$ cat src/verilog/twowire_pkg.sv
// Purpose: shared constants and types of the two-wire master transmitter
// Assumes: 250 MHz system clock, AXI4-Lite register access
// Notes: status codes keep their low three bits at zero
package twowire_pkg;
	localparam logic [7:0] CTRL_OFF = 8'h00;
	localparam logic [7:0] STAT_OFF = 8'h04;
	localparam logic [7:0] DATA_OFF = 8'h08;
	localparam logic [7:0] EVT_OFF = 8'h0C;
	localparam logic [7:0] MASK_OFF = 8'h10;
	localparam int CTL_FLAG = 7;
	localparam int CTL_ACK = 6;
	localparam int CTL_STA = 5;
	localparam int CTL_STO = 4;
	localparam int CTL_WC = 3;
	localparam int CTL_EN = 2;
	localparam int CTL_IE = 0;
	localparam logic [7:0] DATA_RESET = 8'hFF;
	localparam logic [7:0] ST_START = 8'h08;
	localparam logic [7:0] ST_RSTART = 8'h10;
	localparam logic [7:0] ST_SLAW_ACK = 8'h18;
	localparam logic [7:0] ST_SLAW_NACK = 8'h20;
	localparam logic [7:0] ST_DATA_ACK = 8'h28;
	localparam logic [7:0] ST_DATA_NACK = 8'h30;
	localparam logic [7:0] ST_ARB = 8'h38;
	localparam logic [7:0] ST_SLAR_ACK = 8'h40;
	localparam logic [7:0] ST_SLAR_NACK = 8'h48;
	localparam logic [7:0] ST_IDLE = 8'hF8;
	localparam logic [7:0] STATUS_MASK = 8'hF8;
	localparam int EVT_FLAG = 0;
	localparam int EVT_WC = 1;
	localparam int EVT_ARB = 2;
	localparam int EVT_W = 3;
	localparam int CLK_NS = 4;
	localparam int SCL_BIT_NS = 2500;
	localparam int QUARTER_CYC = SCL_BIT_NS / (4 * CLK_NS);
	localparam logic [7:0] QUARTER_LAST = 8'(QUARTER_CYC - 1);
	localparam logic [3:0] ACK_BIT = 4'h8;
	localparam logic [1:0] RESP_OKAY = 2'h0;
	localparam logic [1:0] RESP_SLVERR = 2'h2;
	typedef enum logic [1:0] {CMD_START, CMD_STOP, CMD_BYTE} cmd_t;
endpackage

$ cat src/verilog/twowire_engine_if.sv
// Purpose: command path between sequencer and bit engine
// Assumes: go and done are one-cycle pulses
// Notes: none
`timescale 1ns/1ps
interface twowire_engine_if;
	import twowire_pkg::*;
	cmd_t cmd;
	logic go;
	logic [7:0] tx_byte;
	logic done;
	logic lost;
	logic ack;
	modport seq(output cmd, output go, output tx_byte, input done, input lost, input ack);
	modport eng(input cmd, input go, input tx_byte, output done, output lost, output ack);
endinterface

$ cat src/verilog/twowire_bit_engine.sv
// Purpose: START, STOP and byte-with-ack bit timing on the open-drain pair
// Assumes: an enable high on a pin pulls that line low
// Notes: waits out clock stretching and a busy bus before its own START
`timescale 1ns/1ps
module twowire_bit_engine import twowire_pkg::*; (
	input wire logic aclk,
	input wire logic aresetn,
	twowire_engine_if.eng eif,
	input wire logic scl_i,
	input wire logic sda_i,
	output logic scl_oe,
	output logic sda_oe,
	output logic line_low
);
	typedef enum logic [1:0] {E_IDLE = 2'b00, E_START = 2'b01, E_BYTE = 2'b11,
		E_STOP = 2'b10} estate_t;
	estate_t st;
	logic [2:0] scl_s;
	logic [2:0] sda_s;
	logic scl_f;
	logic sda_f;
	logic sda_prev;
	logic busy;
	logic owned;
	logic [7:0] cnt;
	logic [1:0] step;
	logic [3:0] bitn;
	logic [7:0] shreg;
	logic tick;
	logic adv;

	always_ff @(posedge aclk) begin
		if (!aresetn) begin
			scl_s <= 3'h7;
			sda_s <= 3'h7;
			scl_f <= 1'b1;
			sda_f <= 1'b1;
		end else begin
			scl_s <= {scl_s[1:0], scl_i};
			sda_s <= {sda_s[1:0], sda_i};
			if (scl_s[1] == scl_s[2]) begin
				scl_f <= scl_s[2];
			end
			if (sda_s[1] == sda_s[2]) begin
				sda_f <= sda_s[2];
			end
		end
	end

	// Any master's START or STOP seen on the wires
	always_ff @(posedge aclk) begin
		if (!aresetn) begin
			sda_prev <= 1'b1;
			busy <= 1'b0;
		end else begin
			sda_prev <= sda_f;
			if (scl_f && sda_prev && !sda_f) begin
				busy <= 1'b1;
			end else if (scl_f && !sda_prev && sda_f) begin
				busy <= 1'b0;
			end
		end
	end

	assign tick = (cnt == QUARTER_LAST);
	// Step 2 needs the clock line really high; a foreign bus holds our START
	assign adv = tick && !(step == 2'd2 && !scl_f)
		&& !(st == E_START && step == 2'd2 && busy && !owned);

	always_ff @(posedge aclk) begin
		if (!aresetn) begin
			line_low <= 1'b0;
		end else begin
			line_low <= 1'b0;
		end
	end

	always_ff @(posedge aclk) begin
		if (!aresetn) begin
			st <= E_IDLE;
			cnt <= 8'h00;
			step <= 2'h0;
			bitn <= 4'h0;
			shreg <= 8'h00;
			scl_oe <= 1'b0;
			sda_oe <= 1'b0;
			owned <= 1'b0;
			eif.done <= 1'b0;
			eif.lost <= 1'b0;
			eif.ack <= 1'b0;
		end else begin
			eif.done <= 1'b0;
			if (st == E_IDLE) begin
				cnt <= 8'h00;
				step <= 2'h0;
				bitn <= 4'h0;
				if (eif.go) begin
					eif.lost <= 1'b0;
					shreg <= eif.tx_byte;
					case (eif.cmd)
						CMD_START: st <= E_START;
						CMD_STOP: st <= E_STOP;
						default: st <= E_BYTE;
					endcase
				end
			end else if (!adv) begin
				if (!tick) begin
					cnt <= cnt + 8'h01;
				end
			end else begin
				cnt <= 8'h00;
				step <= step + 2'h1;
				case (st)
					E_START: begin
						case (step)
							2'd0: sda_oe <= 1'b0;
							2'd1: scl_oe <= 1'b0;
							2'd2: sda_oe <= 1'b1;
							default: begin
								scl_oe <= 1'b1;
								owned <= 1'b1;
								st <= E_IDLE;
								eif.done <= 1'b1;
							end
						endcase
					end
					E_STOP: begin
						case (step)
							2'd0: sda_oe <= 1'b1;
							2'd1: scl_oe <= 1'b0;
							2'd2: sda_oe <= 1'b0;
							default: begin
								owned <= 1'b0;
								st <= E_IDLE;
								eif.done <= 1'b1;
							end
						endcase
					end
					default: begin
						case (step)
							2'd0: sda_oe <= (bitn < ACK_BIT) ? !shreg[7] : 1'b0;
							2'd1: scl_oe <= 1'b0;
							2'd2: begin
								// Released a one but the line reads low
								if (bitn < ACK_BIT && !sda_oe && !sda_f) begin
									scl_oe <= 1'b0;
									owned <= 1'b0;
									eif.lost <= 1'b1;
									st <= E_IDLE;
									eif.done <= 1'b1;
								end else if (bitn == ACK_BIT) begin
									eif.ack <= !sda_f;
								end
							end
							default: begin
								scl_oe <= 1'b1;
								shreg <= {shreg[6:0], 1'b0};
								bitn <= bitn + 4'h1;
								if (bitn == ACK_BIT) begin
									st <= E_IDLE;
									eif.done <= 1'b1;
								end
							end
						endcase
					end
				endcase
			end
		end
	end
endmodule // twowire_bit_engine

$ cat src/verilog/twowire_master_tx_sequencer.sv
// Purpose: master-transmitter sequencing of a two-wire bus behind AXI4-Lite
// Assumes: single-beat AXI4-Lite master; registers sit in byte lane 0
// Notes: master receive data phase and slave modes are not built
// Contract
// - Start request after transfer reports 0x10, flag set
// - Repeated START keeps bus; any address allowed
// - Status 0x08: load address, clear flag, send
// - In 0x10 write address sends, stays transmitting
// - In 0x10 read address sends, switches to receive
// - Address ack gives 0x18, nack 0x20, flag
// - Data ack gives 0x28, nack 0x30, flag
// - In 0x18..0x30 loaded byte is sent
// - In 0x18..0x30 start alone sends repeated START
// - Stop alone sends STOP, clears stop bit
// - Start and stop send STOP then START
// - Lost arbitration reports 0x38 and sets flag
// - In 0x38 no start releases bus, unaddressed
// - In 0x38 start waits bus free, STARTs
// - Status low three bits read as zero
// - Transfer suspended while flag set; one clears
// - Data write without flag dropped, collision set
//
// Decided for this implementation: the placing of the registers and the AXI4-Lite slave port.
`timescale 1ns/1ps
module twowire_master_tx_sequencer import twowire_pkg::*; (
	input wire logic aclk,
	input wire logic aresetn,
	input wire logic [7:0] awaddr,
	input wire logic awvalid,
	output logic awready,
	input wire logic [31:0] wdata,
	input wire logic [3:0] wstrb,
	input wire logic wvalid,
	output logic wready,
	output logic [1:0] bresp,
	output logic bvalid,
	input wire logic bready,
	input wire logic [7:0] araddr,
	input wire logic arvalid,
	output logic arready,
	output logic [31:0] rdata,
	output logic [1:0] rresp,
	output logic rvalid,
	input wire logic rready,
	input wire logic scl_i,
	output logic scl_o,
	output logic scl_oe,
	input wire logic sda_i,
	output logic sda_o,
	output logic sda_oe,
	output logic irq
);
	typedef enum logic [2:0] {S_IDLE = 3'b000, S_START = 3'b001, S_HOLD = 3'b011,
		S_BYTE = 3'b111, S_STOP = 3'b010} state_t;

	function automatic logic reg_known(input logic [7:0] a);
		reg_known = (a == CTRL_OFF) || (a == STAT_OFF) || (a == DATA_OFF)
			|| (a == EVT_OFF) || (a == MASK_OFF);
	endfunction

	twowire_engine_if eif();
	logic line_low;
	state_t state;
	logic aw_held;
	logic w_held;
	logic [7:0] wr_addr;
	logic [7:0] wr_data;
	logic wr_lane0;
	logic wr_fire;
	logic wr_en;
	logic wr_ctl;
	logic wr_dat;
	logic rd_fire;
	logic rd_evt;
	logic [31:0] next_rdata;
	logic flag;
	logic ack_en;
	logic start_request_bit;
	logic stop_request_bit;
	logic wc;
	logic en;
	logic ie;
	logic [7:0] data_reg;
	logic [7:0] status;
	logic [EVT_W-1:0] evt;
	logic [EVT_W-1:0] mask;
	logic [EVT_W-1:0] evt_set;
	logic master;
	logic addr_byte;
	logic rx_mode;
	logic set_flag;
	logic stop_done;
	logic arb_set;

	twowire_bit_engine u_engine (
		.aclk(aclk),
		.aresetn(aresetn),
		.eif(eif.eng),
		.scl_i(scl_i),
		.sda_i(sda_i),
		.scl_oe(scl_oe),
		.sda_oe(sda_oe),
		.line_low(line_low)
	);
	assign scl_o = line_low;
	assign sda_o = line_low;

	assign wr_fire = aw_held && w_held && !bvalid;
	assign wr_en = wr_fire && wr_lane0 && reg_known(wr_addr);
	assign wr_ctl = wr_en && (wr_addr == CTRL_OFF);
	assign wr_dat = wr_en && (wr_addr == DATA_OFF);
	assign rd_fire = arvalid && arready;
	assign rd_evt = rd_fire && (araddr == EVT_OFF);

	// Address and data may arrive in either order; answer once both are held
	always_ff @(posedge aclk) begin
		if (!aresetn) begin
			awready <= 1'b1;
			wready <= 1'b1;
			bvalid <= 1'b0;
			bresp <= RESP_OKAY;
			aw_held <= 1'b0;
			w_held <= 1'b0;
			wr_addr <= 8'h00;
			wr_data <= 8'h00;
			wr_lane0 <= 1'b0;
		end else begin
			if (awvalid && awready) begin
				wr_addr <= awaddr;
				aw_held <= 1'b1;
				awready <= 1'b0;
			end
			if (wvalid && wready) begin
				wr_data <= wdata[7:0];
				wr_lane0 <= wstrb[0];
				w_held <= 1'b1;
				wready <= 1'b0;
			end
			if (wr_fire) begin
				bvalid <= 1'b1;
				bresp <= reg_known(wr_addr) ? RESP_OKAY : RESP_SLVERR;
				aw_held <= 1'b0;
				w_held <= 1'b0;
			end
			if (bvalid && bready) begin
				bvalid <= 1'b0;
				awready <= 1'b1;
				wready <= 1'b1;
			end
		end
	end

	always_comb begin
		next_rdata = 32'h0000_0000;
		case (araddr)
			CTRL_OFF: next_rdata[7:0] = {flag, ack_en, start_request_bit, stop_request_bit, wc, en, 1'b0, ie};
			STAT_OFF: next_rdata[7:0] = status & STATUS_MASK;
			DATA_OFF: next_rdata[7:0] = data_reg;
			EVT_OFF: next_rdata[EVT_W-1:0] = evt;
			MASK_OFF: next_rdata[EVT_W-1:0] = mask;
			default: next_rdata = 32'h0000_0000;
		endcase
	end

	always_ff @(posedge aclk) begin
		if (!aresetn) begin
			arready <= 1'b1;
			rvalid <= 1'b0;
			rdata <= 32'h0000_0000;
			rresp <= RESP_OKAY;
		end else begin
			if (rd_fire) begin
				arready <= 1'b0;
				rvalid <= 1'b1;
				rdata <= next_rdata;
				rresp <= reg_known(araddr) ? RESP_OKAY : RESP_SLVERR;
			end
			if (rvalid && rready) begin
				rvalid <= 1'b0;
				arready <= 1'b1;
			end
		end
	end

	assign set_flag = (state == S_START || state == S_BYTE) && eif.done;
	assign stop_done = (state == S_STOP) && eif.done;
	assign arb_set = (state == S_BYTE) && eif.done && eif.lost;

	// Hardware setting the flag beats a software clear in the same cycle
	always_ff @(posedge aclk) begin
		if (!aresetn) begin
			flag <= 1'b0;
		end else if (set_flag) begin
			flag <= 1'b1;
		end else if (wr_ctl && wr_data[CTL_FLAG]) begin
			flag <= 1'b0;
		end
	end

	always_ff @(posedge aclk) begin
		if (!aresetn) begin
			ack_en <= 1'b0;
			start_request_bit <= 1'b0;
			stop_request_bit <= 1'b0;
			en <= 1'b0;
			ie <= 1'b0;
		end else begin
			if (stop_done) begin
				stop_request_bit <= 1'b0;
			end
			if (wr_ctl) begin
				ack_en <= wr_data[CTL_ACK];
				start_request_bit <= wr_data[CTL_STA];
				stop_request_bit <= wr_data[CTL_STO];
				en <= wr_data[CTL_EN];
				ie <= wr_data[CTL_IE];
			end
		end
	end

	always_ff @(posedge aclk) begin
		if (!aresetn) begin
			wc <= 1'b0;
			data_reg <= DATA_RESET;
		end else if (wr_dat) begin
			wc <= !flag;
			if (flag) begin
				data_reg <= wr_data;
			end
		end
	end

	// Idle after a STOP with the start bit still set gives STOP-then-START
	always_ff @(posedge aclk) begin
		if (!aresetn) begin
			state <= S_IDLE;
			status <= ST_IDLE;
			master <= 1'b0;
			addr_byte <= 1'b0;
			rx_mode <= 1'b0;
			eif.go <= 1'b0;
			eif.cmd <= CMD_START;
			eif.tx_byte <= 8'h00;
		end else begin
			eif.go <= 1'b0;
			case (state)
				S_IDLE: begin
					if (en && start_request_bit && !flag) begin
						eif.cmd <= CMD_START;
						eif.go <= 1'b1;
						state <= S_START;
					end
				end
				S_START: begin
					if (eif.done) begin
						status <= master ? ST_RSTART : ST_START;
						master <= 1'b1;
						state <= S_HOLD;
					end
				end
				S_HOLD: begin
					if (!flag) begin
						eif.tx_byte <= data_reg;
						addr_byte <= 1'b0;
						if (status == ST_ARB) begin
							status <= ST_IDLE;
							state <= S_IDLE;
						end else if (status == ST_START || status == ST_RSTART) begin
							addr_byte <= 1'b1;
							rx_mode <= data_reg[0];
							eif.cmd <= CMD_BYTE;
							eif.go <= 1'b1;
							state <= S_BYTE;
						end else if (stop_request_bit) begin
							eif.cmd <= CMD_STOP;
							eif.go <= 1'b1;
							state <= S_STOP;
						end else if (start_request_bit) begin
							eif.cmd <= CMD_START;
							eif.go <= 1'b1;
							state <= S_START;
						end else begin
							eif.cmd <= CMD_BYTE;
							eif.go <= 1'b1;
							state <= S_BYTE;
						end
					end
				end
				S_BYTE: begin
					if (eif.done) begin
						state <= S_HOLD;
						if (eif.lost) begin
							status <= ST_ARB;
							master <= 1'b0;
						end else if (addr_byte && rx_mode) begin
							status <= eif.ack ? ST_SLAR_ACK : ST_SLAR_NACK;
						end else if (addr_byte) begin
							status <= eif.ack ? ST_SLAW_ACK : ST_SLAW_NACK;
						end else begin
							status <= eif.ack ? ST_DATA_ACK : ST_DATA_NACK;
						end
					end
				end
				S_STOP: begin
					if (eif.done) begin
						master <= 1'b0;
						status <= ST_IDLE;
						state <= S_IDLE;
					end
				end
				default: state <= S_IDLE;
			endcase
		end
	end

	// Events stick until a read of the event register; a new event wins
	assign evt_set = {arb_set, wr_dat && !flag, set_flag};

	always_ff @(posedge aclk) begin
		if (!aresetn) begin
			evt <= '0;
			mask <= '0;
			irq <= 1'b0;
		end else begin
			evt <= (rd_evt ? '0 : evt) | evt_set;
			if (wr_en && wr_addr == MASK_OFF) begin
				mask <= wr_data[EVT_W-1:0];
			end
			irq <= (flag && ie) || (|(evt & mask));
		end
	end

	property p_start_code;
		@(posedge aclk) disable iff (!aresetn)
		(state == S_START && eif.done && master) |=> (status == ST_RSTART) && flag;
	endproperty
	a_start_code: assert property (p_start_code) else $error("repeated start code wrong");

	property p_addr_code;
		@(posedge aclk) disable iff (!aresetn)
		(state == S_BYTE && eif.done && !eif.lost && addr_byte && !rx_mode)
		|=> flag && (status == (eif.ack ? ST_SLAW_ACK : ST_SLAW_NACK));
	endproperty
	a_addr_code: assert property (p_addr_code) else $error("address status wrong");

	property p_data_code;
		@(posedge aclk) disable iff (!aresetn)
		(state == S_BYTE && eif.done && !eif.lost && !addr_byte)
		|=> flag && (status == ($past(eif.ack) ? ST_DATA_ACK : ST_DATA_NACK));
	endproperty
	a_data_code: assert property (p_data_code) else $error("data status wrong");

	property p_arb_code;
		@(posedge aclk) disable iff (!aresetn)
		(state == S_BYTE && eif.done && eif.lost) |=> (status == ST_ARB) && flag && !master;
	endproperty
	a_arb_code: assert property (p_arb_code) else $error("arbitration loss missed");

	property p_suspend;
		@(posedge aclk) disable iff (!aresetn)
		flag |=> !eif.go;
	endproperty
	a_suspend: assert property (p_suspend) else $error("engine started while flagged");

	property p_collision;
		@(posedge aclk) disable iff (!aresetn)
		(wr_dat && !flag) |=> wc && $stable(data_reg) ##1 evt[EVT_WC];
	endproperty
	a_collision: assert property (p_collision) else $error("collision not flagged");

	property p_stop_clear;
		@(posedge aclk) disable iff (!aresetn)
		(stop_done && !wr_ctl) |=> !stop_request_bit && state == S_IDLE && status == ST_IDLE;
	endproperty
	a_stop_clear: assert property (p_stop_clear) else $error("stop bit not cleared");

	property p_irq;
		@(posedge aclk) disable iff (!aresetn)
		(flag && ie) [*2] |-> irq;
	endproperty
	a_irq: assert property (p_irq) else $error("interrupt missing");

	property p_restart;
		@(posedge aclk) disable iff (!aresetn)
		(state == S_HOLD && !flag && start_request_bit && !stop_request_bit && (status == ST_SLAW_ACK
		|| status == ST_SLAW_NACK || status == ST_DATA_ACK || status == ST_DATA_NACK))
		|=> eif.go && eif.cmd == CMD_START;
	endproperty
	a_restart: assert property (p_restart) else $error("repeated start not issued");
endmodule // twowire_master_tx_sequencer

$ cat config.mk
export PLATFORM = sky130hd
export DESIGN_NAME = twowire_master_tx_sequencer
export DESIGN_NICKNAME = d
export VERILOG_FILES = /design/src/verilog/twowire_pkg.sv /design/src/verilog/twowire_engine_if.sv /design/src/verilog/twowire_bit_engine.sv /design/src/verilog/twowire_master_tx_sequencer.sv
export SDC_FILE = /design/constraint.sdc
export NUM_CORES = 1
export LEC_CHECK = 0
export BUFFER_PORTS_ARGS = -buffer_cell sky130_fd_sc_hd__buf_2
export CORE_MARGIN = 3
export CORE_UTILIZATION = 50
export DETAILED_ROUTE_END_ITERATION = 8
export PLACE_DENSITY = 0.83
export SETUP_SLACK_MARGIN = 0.02
export SLEW_MARGIN = 20
export SYNTH_ARGS = -nofsm -noshare
export SYNTH_HDL_FRONTEND = slang
export SYNTH_SLANG_ARGS = --single-unit
export TNS_END_PERCENT = 30
$ cat constraint.sdc
create_clock -name aclk -period 5.3 [get_ports aclk]
set_input_delay 0.53 -clock aclk [delete_from_list [all_inputs] [get_ports aclk]]
set_output_delay 0.53 -clock aclk [all_outputs]
set_load 0.02 [all_outputs]
Word level (Yosys, flattened, before mapping)
Index checks and enable logic that the tools add are counted.
- add/subtract/negate cells: 3
- multiplexer cells: 90
- equality and inequality tests: 47
- reductions and logical operators: 102
- magnitude comparators: 1
- bitwise logic cells: 10
- operators with widths (kind ; count):
    8-bit 2-to-1 mux ; 10
    8-bit by 4-bit == test with 1-bit output (second input constant) ; 5
    1-bit logical AND ; 35
    1-bit 2-to-1 mux ; 32
    8-bit case mux with 4 select lines ; 1
    2-bit 2-to-1 mux ; 15
    6-bit AND reduction ; 5
    3-bit 2-to-1 mux ; 9
    8-bit by 5-bit == test with 1-bit output (second input constant) ; 3
    3-bit case mux with 4 select lines ; 2
    8-bit by 3-bit == test with 1-bit output (second input constant) ; 2
    8-bit zero test ; 2
    2-bit by 1-bit != test with 1-bit output (second input constant) ; 8
    2-bit != test (second input constant) ; 8
    1-bit case mux with 2 select lines ; 8
    4-bit AND reduction ; 4
    2-bit OR reduction ; 8
    5-bit case mux with 3 select lines ; 1
    5-bit AND reduction ; 3
    7-bit 2-to-1 mux ; 2
    2-bit nonzero test ; 7
    6-bit 2-to-1 mux ; 2
    3-bit by 2-bit != test with 1-bit output (second input constant) ; 4
    2-bit case mux with 2 select lines ; 3
    30 further kinds ; 74
- output and inout bits: 46
- word-level logic and storage cells: 302
- input bits: 61
- flip-flop bits (word level): 123

Longest topological paths before layout
Gate-level depths: netlist of the first run.
- depth after elaboration: 10
- gate-level depth with buffers: 9
- depth with buffers taken out: 7

Cells and area by module
From an unflattened synthesis of the first run, not the netlist that was laid out.
- cell total of the unflattened synthesis: 656
- area total of the unflattened synthesis: 5655.4 µm²
- by module, submodules not included (module ; area an instance (µm²) ; cells an instance ; times used ; sequential area each (µm²)):
    twowire_master_tx_sequencer ; 3693.5 ; 436 ; 1 ; 1561.5
    twowire_bit_engine ; 1961.9 ; 220 ; 1 ; 800.8

Worst setup path after synthesis of the first run
Ideal clock, no wire load.
- kind: reg-to-reg
- start point: register u_engine.cnt[0]
- end point: register u_engine.eif.ack
- library setup time: 0.072 ns
- data required time: 5.228 ns
- path buffers: 2
- stages on the path, launching flop included: 9
- setup slack: 3.131 ns
- data arrival time: 2.097 ns
- clock period less this slack: 2.169 ns
- path through: dfxtp_1 > ha_1 > nand4_1 > or4_1 > buf_6 > or3_1 > buf_6 > nor4b_4 > mux2i_1
- cells in the longest elaborated chain, start to end: 4
- ends and longest elaborated chain (item ; RTL line ; source):
    start: declaration ; twowire_bit_engine.sv:25 ; logic [7:0] cnt;
    start signal: assignment ; twowire_bit_engine.sv:108 ; cnt <= cnt + 8'h01;
    8-bit == test ; twowire_bit_engine.sv:65 ; assign tick = (cnt == QUARTER_LAST);
    1-bit logical AND ; twowire_bit_engine.sv:67 ; assign adv = tick && !(step == 2'd2 && !scl_f)
    1-bit logical AND ; twowire_bit_engine.sv:68 ; && !(st == E_START && step == 2'd2 && busy && !owned);
    6-bit AND reduction (no source line) ; n/a ;
    end signal: assignment ; twowire_bit_engine.sv:152 ; eif.ack <= !sda_f;
    end: declaration ; twowire_engine_if.sv:14 ; modport eng(input cmd, input go, input tx_byte, output done, output lost, output ack);
No other way between the ends.
A chain may end at the register's enable or synchronous reset.

Worst setup path in the final report of the first run
- start point: register u_engine.cnt[0]
- end point: register u_engine.shreg[2]
- cells in the longest elaborated chain, start to end: 5
- ends and longest elaborated chain (item ; RTL line ; source):
    8-bit == test ; twowire_bit_engine.sv:65 ;
    1-bit logical AND ; twowire_bit_engine.sv:67 ;
    1-bit logical AND ; twowire_bit_engine.sv:68 ;
    2-bit nonzero test (no source line) ; n/a ;
    4-bit AND reduction (no source line) ; n/a ;
    end signal: assignment ; twowire_bit_engine.sv:99 ; shreg <= eif.tx_byte;
    end signal: assignment ; twowire_bit_engine.sv:157 ; shreg <= {shreg[6:0], 1'b0};
    end: declaration ; twowire_bit_engine.sv:28 ; logic [7:0] shreg;
No other way between the ends.

==> results by group, run 1 <==
Clock tree
  • Clock latency on the worst-skew pair: 0.52 ns
  • Clk pin slew, worst setup/hold paths: 0.06 ns
  • Post-CTS sizing: 0
  • Total CTS buffers: 17
  • Hold buffer count at CTS: 0
  • Root Driver: clkbuf_8
  • Postcts setup bufs: 0
  • TritonCTS clock tree: yes
  • H-tree lvl count: 4
  • Bufs on Longest Clock Path: 2
  • Sink Count: 118

Worst setup path
  • Cells on worst reg2reg path: 6
  • Worst r2r src: u_engine.cnt[0]$_SDFFE_PP0P_
  • Worst path cell trace: ha_1 -> nand4_1 -> or4_1 -> o41ai_4 -> nor2_1 -> a211oi_1
  • Critical path buffer and inverter count: 0
  • CP max stage delay: 0.72 ns
  • CP max-delay cell: o41ai_4
  • Reg2reg setup slack: 2.78 ns
  • CP Capture Type: register
  • CP max FO: 14
  • CP Launch Type: register
  • Setup CP Type: register to register
  • Reg2reg end: u_engine.shreg[2]$_SDFFE_PN0P_
  • Top delay family on crit path: compound AO/OA/AOI/OAI gates
  • Crit path DAT: 2.94 ns
  • Worst path required time: 5.72 ns

Worst hold path
  • Hold Crit Start: scl_i
  • Worst hold path endpoint: u_engine.scl_s[0]$_SDFF_PN1_
  • Worst min-delay path category: primary input to register
  • Hold path cells: 2

Placement
  • Dpl hpwl: 8447 µm
  • Gpl congestion: 0.9050
  • Port bufs: 51

GRT
  • First-pass GRT wire length: 20380 µm
  • Gr ovfl total: 0
  • Aggregate global-route resource usage: 19.86%
  • Number of global-route vias before repair: 4361
  • Pin count of the biggest net entering global routing: 56
  • Initial antenna violation count: 0

Detailed routing
  • Detailed Route WL: 12390 µm
  • DR pass1 iterations: 9
  • Vias per cell: 5.563
  • Via count: 4634
  • DR iter-0 viols: 647
  • Residual DRC: 4
  • Routed Antenna Nets: 0
  • Wire per inst: 14.87 µm

Synth
  • Prevailing post-synth register cell: dfxtp_1
  • Seq/Total Area, Yosys: 42.92%
  • Most common cell in the netlist: dfxtp_1
  • Mean Syn Cell Area: 8.520 µm²
  • Yosys warning total: 0
  • Leading area contributor after synthesis: dfxtp_1
  • Synth cell types: 64
  • EDFF count, synth: 0
  • Top cell type's share of synthesized area: 42.92%
  • Area of the mapped netlist: 5504 µm²
  • Area contributors post-synth: dfxtp_1 43%, nand2_1 6.3%, mux2i_1 5.8%, a21oi_1 5.5%, nor2_1 4.3%
  • Async SR Flop Fraction: 0%
  • FF+latch count, synth: 118
  • Top cells by count, synth: 118 x dfxtp_1, 93 x nand2_1, 63 x nor2_1
  • Gate Count Post-Synth: 646

Outcome
  • Failing checks: design-rule violations
  • Status: finished with violations

STA
  • # setup viols final: 0
  • RSZ-0062 raised after global routing: no
  • Final worst path period share: 47.48%
  • Slew HR: 47.78%
  • Setup TNS: 0 ns
  • Fin. Hold Viols: 0
  • Slew at the pin closest to its max-slew limit: 0.7786 ns
  • F_max: 397.4 MHz
  • Layout Skew: 0.008690 ns
  • Post-layout minimum cycle time: 2.516 ns
  • Max Slew Vio Count: 0

Final layout
  • Fin util: 59.30%
  • Ant diodes: 0
  • FILL cells: 872
  • Syn-to-layout area delta: 13.23%
  • Share of layout cells above drive strength 1: 13.63%
  • Final nets: 757

Die
  • Total core area: 10510 µm²
  • Site Rows: 37
  • Initial Utilization: 52.38%
  • # IOs: 107
  • DIE AREA: 12300 µm²
  • Vert. Die Dim: 110.9 µm
  • Die width: 110.9 µm

Job
  • MaxCap Viol Count: 0

Power
  • Power Density: 332.5 nW/µm²
  • Leak: 0.002442 µW
  • Max IR drop VDD: 0.0002214 V
## placed cells by master (no fill, tap or decap), types with 6 or more instances in the layout
cell type   count
nand3_1        27
o21a_1          6
a21oi_1        60
buf_2          51
nor2_1         63
dfxtp_1       118
clkbuf_16      16
inv_1          17
clkinvlp_4      6
nand2_1        93
nor2b_1         6
nor3_1         10
mux2i_1        32
nand2b_1       17
ha_1           11
xnor2_1        10
conb_1         28
o21ai_0        25
a211oi_1       11
## final cells by class
type | count | area [µm²] | area share (%)
Multi-Input combinational cell | 479 | 2815 | 45.17
Inverter | 17 | 63.81 | 1.024
Clock buffer | 20 | 455.4 | 7.308
Clock inverter | 11 | 102.6 | 1.646
Tap cell | 136 | 170.2 | 2.730
Timing Repair Buffer | 52 | 262.8 | 4.216
Sequential cell | 118 | 2362 | 37.90
## how the worst max path moves through the flow
| stage | start | end | slack [ns] | cells past startpoint |
|---|---|---|---|---|
| 2_1_floorplan | u_engine.cnt[0]$_SDFFE_PP0P_ | u_engine.eif.ack$_SDFFE_PN0P_ | 3.13 | 8 |
| 3_3_place_gp | u_engine.cnt[0]$_SDFFE_PP0P_ | u_engine.eif.ack$_SDFFE_PN0P_ | 2.87 | 6 |
| 3_5_place_dp | u_engine.cnt[0]$_SDFFE_PP0P_ | u_engine.shreg[1]$_SDFFE_PN0P_ | 2.78 | 6 |
| 4_1_cts | u_engine.cnt[0]$_SDFFE_PP0P_ | u_engine.shreg[1]$_SDFFE_PN0P_ | 2.78 | 6 |
| 5_1_grt | u_engine.cnt[0]$_SDFFE_PP0P_ | u_engine.shreg[1]$_SDFFE_PN0P_ | 2.53 | 6 |
| 6_report | u_engine.cnt[0]$_SDFFE_PP0P_ | u_engine.shreg[2]$_SDFFE_PN0P_ | 2.78 | 6 |
## per-stage QoR
stage / cells / hold slack [ns] / total power, µW / setup slack (ns) / cell area, µm²
final: 833 / 0.1959 / 2072 / 2.784 / 6232
after global routing: 833 / 0.1859 / 2141 / 2.527 / 6232
after CTS: 833 / 0.1849 / 2082 / 2.781 / 6226
after floorplan: 673 / 0.3863 / 1017 / 3.131 / 5605
after global placement: 802 / 0.3899 / 1027 / 2.873 / 5668
after detailed placement: 802 / 0.3964 / 1031 / 2.780 / 5668
## logic make-up (layout without fill, tap and decap cells)
logic type | Yosys count | count (layout) | synth area share [%]
other | 1 | 28 | 0.06813
adder cells (fa/ha/maj) | 11 | 11 | 2.501
buffers and inverters | 76 | 100 | 7.888
AND/OR/NAND/NOR | 250 | 250 | 21.73
XOR/XNOR | 14 | 14 | 2.228
AO/OA/AOI/OAI | 142 | 142 | 16.44
multiplexers | 34 | 34 | 6.229
flip-flops | 118 | 118 | 42.92
## where the power goes
group / switching (µW) / total (µW) / leakage, µW / internal, µW
Clock: 405 / 1060 / 0.000257 / 654
Combinational: 68.4 / 99.0 / 0.00123 / 30.6
Sequential: 12.6 / 915 / 0.000957 / 902
## layer usage
metal | vias up | global-route usage, % | part of all wire (%)
met3 | 28 | 5.240 | 7.0
met4 | 0 | 7.635 | 1.6
met2 | 211 | 33.78 | 48
li1 | 2260 | - | -
met5 | - | 0 | 0
met1 | 2135 | 23.98 | 43
Note: power is estimated with default switching activity, not from simulation.
==> inputs of run 2 (changes only) <==
Clock period 5.3 ns to 2.49 ns, I/O delays scaled along.
==> run 2 against run 1 <==
The run now ends clean; die area stayed put; sequential power is 110% higher; final area is 5.5% higher; fmax is 7.5% higher; via count is 2.2% higher; total power is 120% higher; worst setup slack worse by 2.6 ns; combinational power is 150% higher; largest cell class unchanged; highest routed layer unchanged.
==> results by group, run 2 (synthesis results as in run 1) <==
Die
  • Site Rows: 37
  • Total core area: 10510 µm²
  • Initial Utilization: 52.38%
  • DIE AREA: 12300 µm²
  • Vert. Die Dim: 110.9 µm
  • Die width: 110.9 µm
  • # IOs: 107

Detailed routing
  • DR pass1 iterations: 5
  • Detailed Route WL: 12590 µm
  • Wire per inst: 14.54 µm
  • Residual DRC: 0
  • Vias per cell: 5.471
  • Via count: 4738
  • DR iter-0 viols: 418
  • Routed Antenna Nets: 0

Clock tree
  • TritonCTS clock tree: yes
  • Postcts setup bufs: 0
  • Sink Count: 118
  • H-tree lvl count: 4
  • Bufs on Longest Clock Path: 2
  • Root Driver: clkbuf_8
  • Total CTS buffers: 17
  • Clock latency on the worst-skew pair: 0.51 ns
  • Clk pin slew, worst setup/hold paths: 0.06 ns

Worst setup path
  • Crit path DAT: 2.75 ns
  • Critical path buffer and inverter count: 1
  • CP Capture Type: register
  • Top delay family on crit path: simple AND/OR/NAND/NOR gates
  • Setup crit start: u_engine.cnt[1]$_SDFFE_PP0P_
  • Worst path cell trace: ha_2 -> nand4_1 -> or4_1 -> buf_4 -> nor2_1 -> a21oi_1 -> a311oi_1
  • CP max stage delay: 0.49 ns
  • Worst path required time: 2.90 ns
  • CP max-delay cell: or4_1
  • CP Launch Type: register
  • Worst r2r src: u_engine.cnt[1]$_SDFFE_PP0P_
  • Setup CP Type: register to register
  • CP max FO: 9

GRT
  • GRT met2 Usage: 34.83%
  • GRT busiest layer: met2
  • First-pass GRT wire length: 21050 µm
  • Number of global-route vias before repair: 4626
  • Gr ovfl total: 0
  • Initial antenna violation count: 0
  • Routing usage on met1: 24.36%
  • Pin count of the biggest net entering global routing: 56
  • Aggregate global-route resource usage: 20.44%
  • Met3 usage: 6.168%

Power
  • Power Density: 700.1 nW/µm²
  • Max IR drop VDD: 0.0005015 V
  • Total power draw: 4604 µW
  • Leak: 0.002605 µW

Job
  • MaxCap Viol Count: 0

STA
  • Slew at the pin closest to its max-slew limit: 0.6215 ns
  • Setup TNS: 0 ns
  • Hold Slack: 0.06270 ns
  • Max Slew Vio Count: 0
  • F_max: 427.2 MHz
  • Slew HR: 58.41%
  • Final worst path period share: 94.01%
  • # setup viols final: 0
  • Layout Skew: 0.008164 ns
  • Post-layout minimum cycle time: 2.341 ns
  • RSZ-0062 raised after global routing: no
  • Fin. Hold Viols: 0

Final layout
  • Syn-to-layout area delta: 19.48%
  • Final nets: 789
  • Ant diodes: 0
  • Final Instance Area: 6576 µm²
  • Share of layout cells above drive strength 1: 14.25%
  • Commonest non-fill, non-tap cell in the layout: dfxtp_1
  • Non-filler cells, final: 866
  • Most frequent cells in the layout: 118 x dfxtp_1, 93 x nand2_1, 63 x nor2_1

Worst hold path
  • Hold Crit Start: araddr[1]
  • Worst min-delay path category: primary input to register

Placement
  • Gpl congestion: 0.8552
  • Placed cell count: 811
  • Port bufs: 51
  • Dpl hpwl: 8493 µm
  • Placed Area: 5748 µm²

Outcome
  • Status: finished clean
[run 2: cell count changes in the layout (fill, tap and decap cells not counted), moves of 2 or more]
cell	change
buf_4	+7
bufinv_16	+2
clkbuf_1	+2
clkbuf_8	-2
clkinvlp_4	-2
dlygate4sd3_1	+23
[run 2: report_power, final]
part,internal (µW),leakage (µW),switching [µW]
Clock,1550,0.000277,864
Sequential,1920,0.000957,26.0
Combinational,93.4,0.00137,153
Total,3560,0.00260,1040
[run 2: cell type report]
type                    count  area (µm²)
fillers                   823        3933
multi-input cells         479        2815
flip-flops and latches    118        2362
repair buffers             84       576.8
clock buffers              20       435.4
well taps                 136       170.2
clock inverters            12       152.6
inverters                  17       63.81
[run 2: timing repair]
action / 4_1_cts / 5_1_grt
resized for setup: 0 / 3
endpoints found under the setup margin: 0 / 6
endpoints found under the hold margin: 23 / 0
hold buffers: 23 / 0
[run 2: worst min-delay path: stages]
cell and delay (ns):
buf_2 0.08, nor2_1 0.06, a31oi_1 0.15
[run 2: final timing paths]
check	endpoint	slack, ns	cells after the start
setup / recovery	u_engine.sda_oe$_SDFFE_PN0P_	0.15	7
hold / removal	rresp[1]$_SDFFE_PN0P_	0.06	3
setup reg to reg	u_engine.sda_oe$_SDFFE_PN0P_	0.15	7
hold reg to reg	u_engine.scl_s[1]$_SDFF_PN1_	0.41	1
[run 2: layer usage]
layer	wire length, µm	vias up
met5	0	-
met3	752	22
met4	196	0
met2	6258	180
li1	-	2325
met1	5383	2211
[run 2: stage by stage]
step | utilization, % | setup WS (ns)
4_1_cts | 62.48 | 0.1416
5_1_grt | 62.58 | 0.03237
3_3_place_gp | 54.70 | 0.2973
6_report | 62.58 | 0.1491
2_1_floorplan | - | 0.3210
3_5_place_dp | 54.70 | 0.1780
==> inputs of run 3 (changes only) <==
Settings changed: CORE_UTILIZATION 50 to 35, HOLD_SLACK_MARGIN from default to 0.06, PLACE_DENSITY 0.83 to 0.65, SLEW_MARGIN 20 to 0.
==> run 3 against run 2 <==
Count of clock-buffer cells in the layout down 2; wire length shrank 4.2%; clock power increased by 17%; die area rose by 40%; critical path depth up 1; register-to-register slack improved by 0.08 ns; via count fell by 4.5%; clock skew grew 0.00076 ns; critical endpoint is now u_engine.shreg[2]$_SDFFE_PN0P_.
==> results by group, run 3 (synthesis results as in run 1) <==
Outcome
  • Status: finished clean

Placement
  • Dpl hpwl: 8348 µm
  • Placed cell count: 891
  • Gpl congestion: 0.8243
  • Port bufs: 51
  • Placed Area: 5867 µm²

Worst hold path
  • Hold Crit Start: wdata[4]
  • Worst min-delay path category: primary input to register

Clock tree
  • TritonCTS clock tree: yes
  • H-tree lvl count: 4
  • Clk pin slew, worst setup/hold paths: 0.06 ns
  • Sink Count: 118
  • Total CTS buffers: 17
  • Postcts setup bufs: 0
  • Clock latency on the worst-skew pair: 0.42 ns
  • Root Driver: clkbuf_16
  • Bufs on Longest Clock Path: 2
  • Post-CTS sizing: 0

Detailed routing
  • Vias per cell: 4.881
  • Via count: 4525
  • Routed Antenna Nets: 0
  • DR pass1 iterations: 5
  • Residual DRC: 0
  • DR iter-0 viols: 269
  • Detailed Route WL: 12070 µm
  • Wire per inst: 13.02 µm

Worst setup path
  • CP Launch Type: register
  • Setup CP Type: register to register
  • Setup crit start: u_engine.cnt[0]$_SDFFE_PP0P_
  • Crit path DAT: 2.58 ns
  • CP Capture Type: register
  • Worst path required time: 2.81 ns
  • CP max FO: 14
  • Worst r2r src: u_engine.cnt[0]$_SDFFE_PP0P_

Die
  • Vert. Die Dim: 131.4 µm
  • DIE AREA: 17270 µm²
  • # IOs: 107
  • Site Rows: 45
  • Die width: 131.4 µm
  • Total core area: 15310 µm²
  • Initial Utilization: 35.94%

Final layout
  • FILL cells: 1534
  • Share of layout cells above drive strength 1: 15.08%
  • Commonest non-fill, non-tap cell in the layout: dfxtp_1
  • Final nets: 775
  • Most frequent cells in the layout: 118 x dfxtp_1, 93 x nand2_1, 63 x nor2_1
  • Ant diodes: 0
  • Non-filler cells, final: 927
  • Syn-to-layout area delta: 19.62%
  • Fin util: 42.99%
  • Final Instance Area: 6584 µm²

STA
  • # setup viols final: 0
  • Final worst path period share: 90.60%
  • Post-layout minimum cycle time: 2.256 ns
  • Layout Skew: 0.008923 ns
  • Fin. Hold Viols: 0
  • RSZ-0062 raised after global routing: no
  • Slew at the pin closest to its max-slew limit: 0.5987 ns
  • Max Slew Vio Count: 0
  • F_max: 443.3 MHz
  • Slew HR: 60.03%
  • Setup TNS: 0 ns

GRT
  • Initial antenna violation count: 0
  • Pin count of the biggest net entering global routing: 43
  • Aggregate global-route resource usage: 14.36%
  • Number of global-route vias before repair: 4245
  • Gr ovfl total: 0
  • First-pass GRT wire length: 20470 µm
  • GRT busiest layer: met2
  • Met3 usage: 4.173%
  • Routing usage on met1: 18.76%
  • GRT met2 Usage: 22.29%

Power
  • Leak: 0.002593 µW
  • Total power draw: 4977 µW
  • Power Density: 755.9 nW/µm²
  • Max IR drop VDD: 0.0004795 V

Job
  • MaxCap Viol Count: 0
-- run 3: critical path, cell delays in order, from the launching register on --
cell      delay (ns)
dfxtp_1         0.37
ha_1            0.25
nand4_1         0.11
or4_1           0.44
buf_4           0.20
o41ai_4         0.27
buf_4           0.23
nor2_1          0.08
a211oi_1        0.22
-- run 3: repair_timing --
item	in CTS	in global routing
setup endpoints to repair	0	0
hold endpoints to repair	4	0
hold buffers	4	0
-- run 3: final timing paths --
path,end,slack [ns],depth (start not counted)
max,u_engine.shreg[2]$_SDFFE_PN0P_,0.23,8
max reg2reg,u_engine.shreg[2]$_SDFFE_PN0P_,0.23,8
min reg2reg,u_engine.scl_s[1]$_SDFF_PN1_,0.40,1
min,wr_data[4]$_SDFFE_PN0P_,0.07,3
-- run 3: area by class of cell --
cell class | instances | area, µm² | area share (%)
timing repair buffer | 70 | 407.9 | 6.195
tap | 211 | 264.0 | 4.010
multi-input combinational | 479 | 2809 | 42.66
sequential | 118 | 2362 | 35.88
inverter | 17 | 63.81 | 0.9692
clock buffer | 18 | 429.2 | 6.518
clock inverter | 14 | 247.7 | 3.763
-- run 3: where the power goes --
group          leakage, µW  switching, µW  internal (µW)
clock network     0.000321            925           1890
logic              0.00131            145           74.3
registers         0.000957           25.2           1920
total              0.00259           1090           3880
-- run 3: per-layer routing --
layer / share of wire (%) / wire (µm)
met1: 48 / 5819
met2: 46 / 5531
met3: 4.4 / 533
met4: 1.5 / 183
met5: 0 / 0
-- run 3: stage by stage --
step                      hold slack [ns]  setup WS [ns]
after floorplan                    0.3432         0.3210
after global placement             0.3883         0.3004
after detailed placement           0.3914         0.3003
after CTS                         0.06134         0.2075
after global routing              0.06865        0.06151
final                             0.06703         0.2340
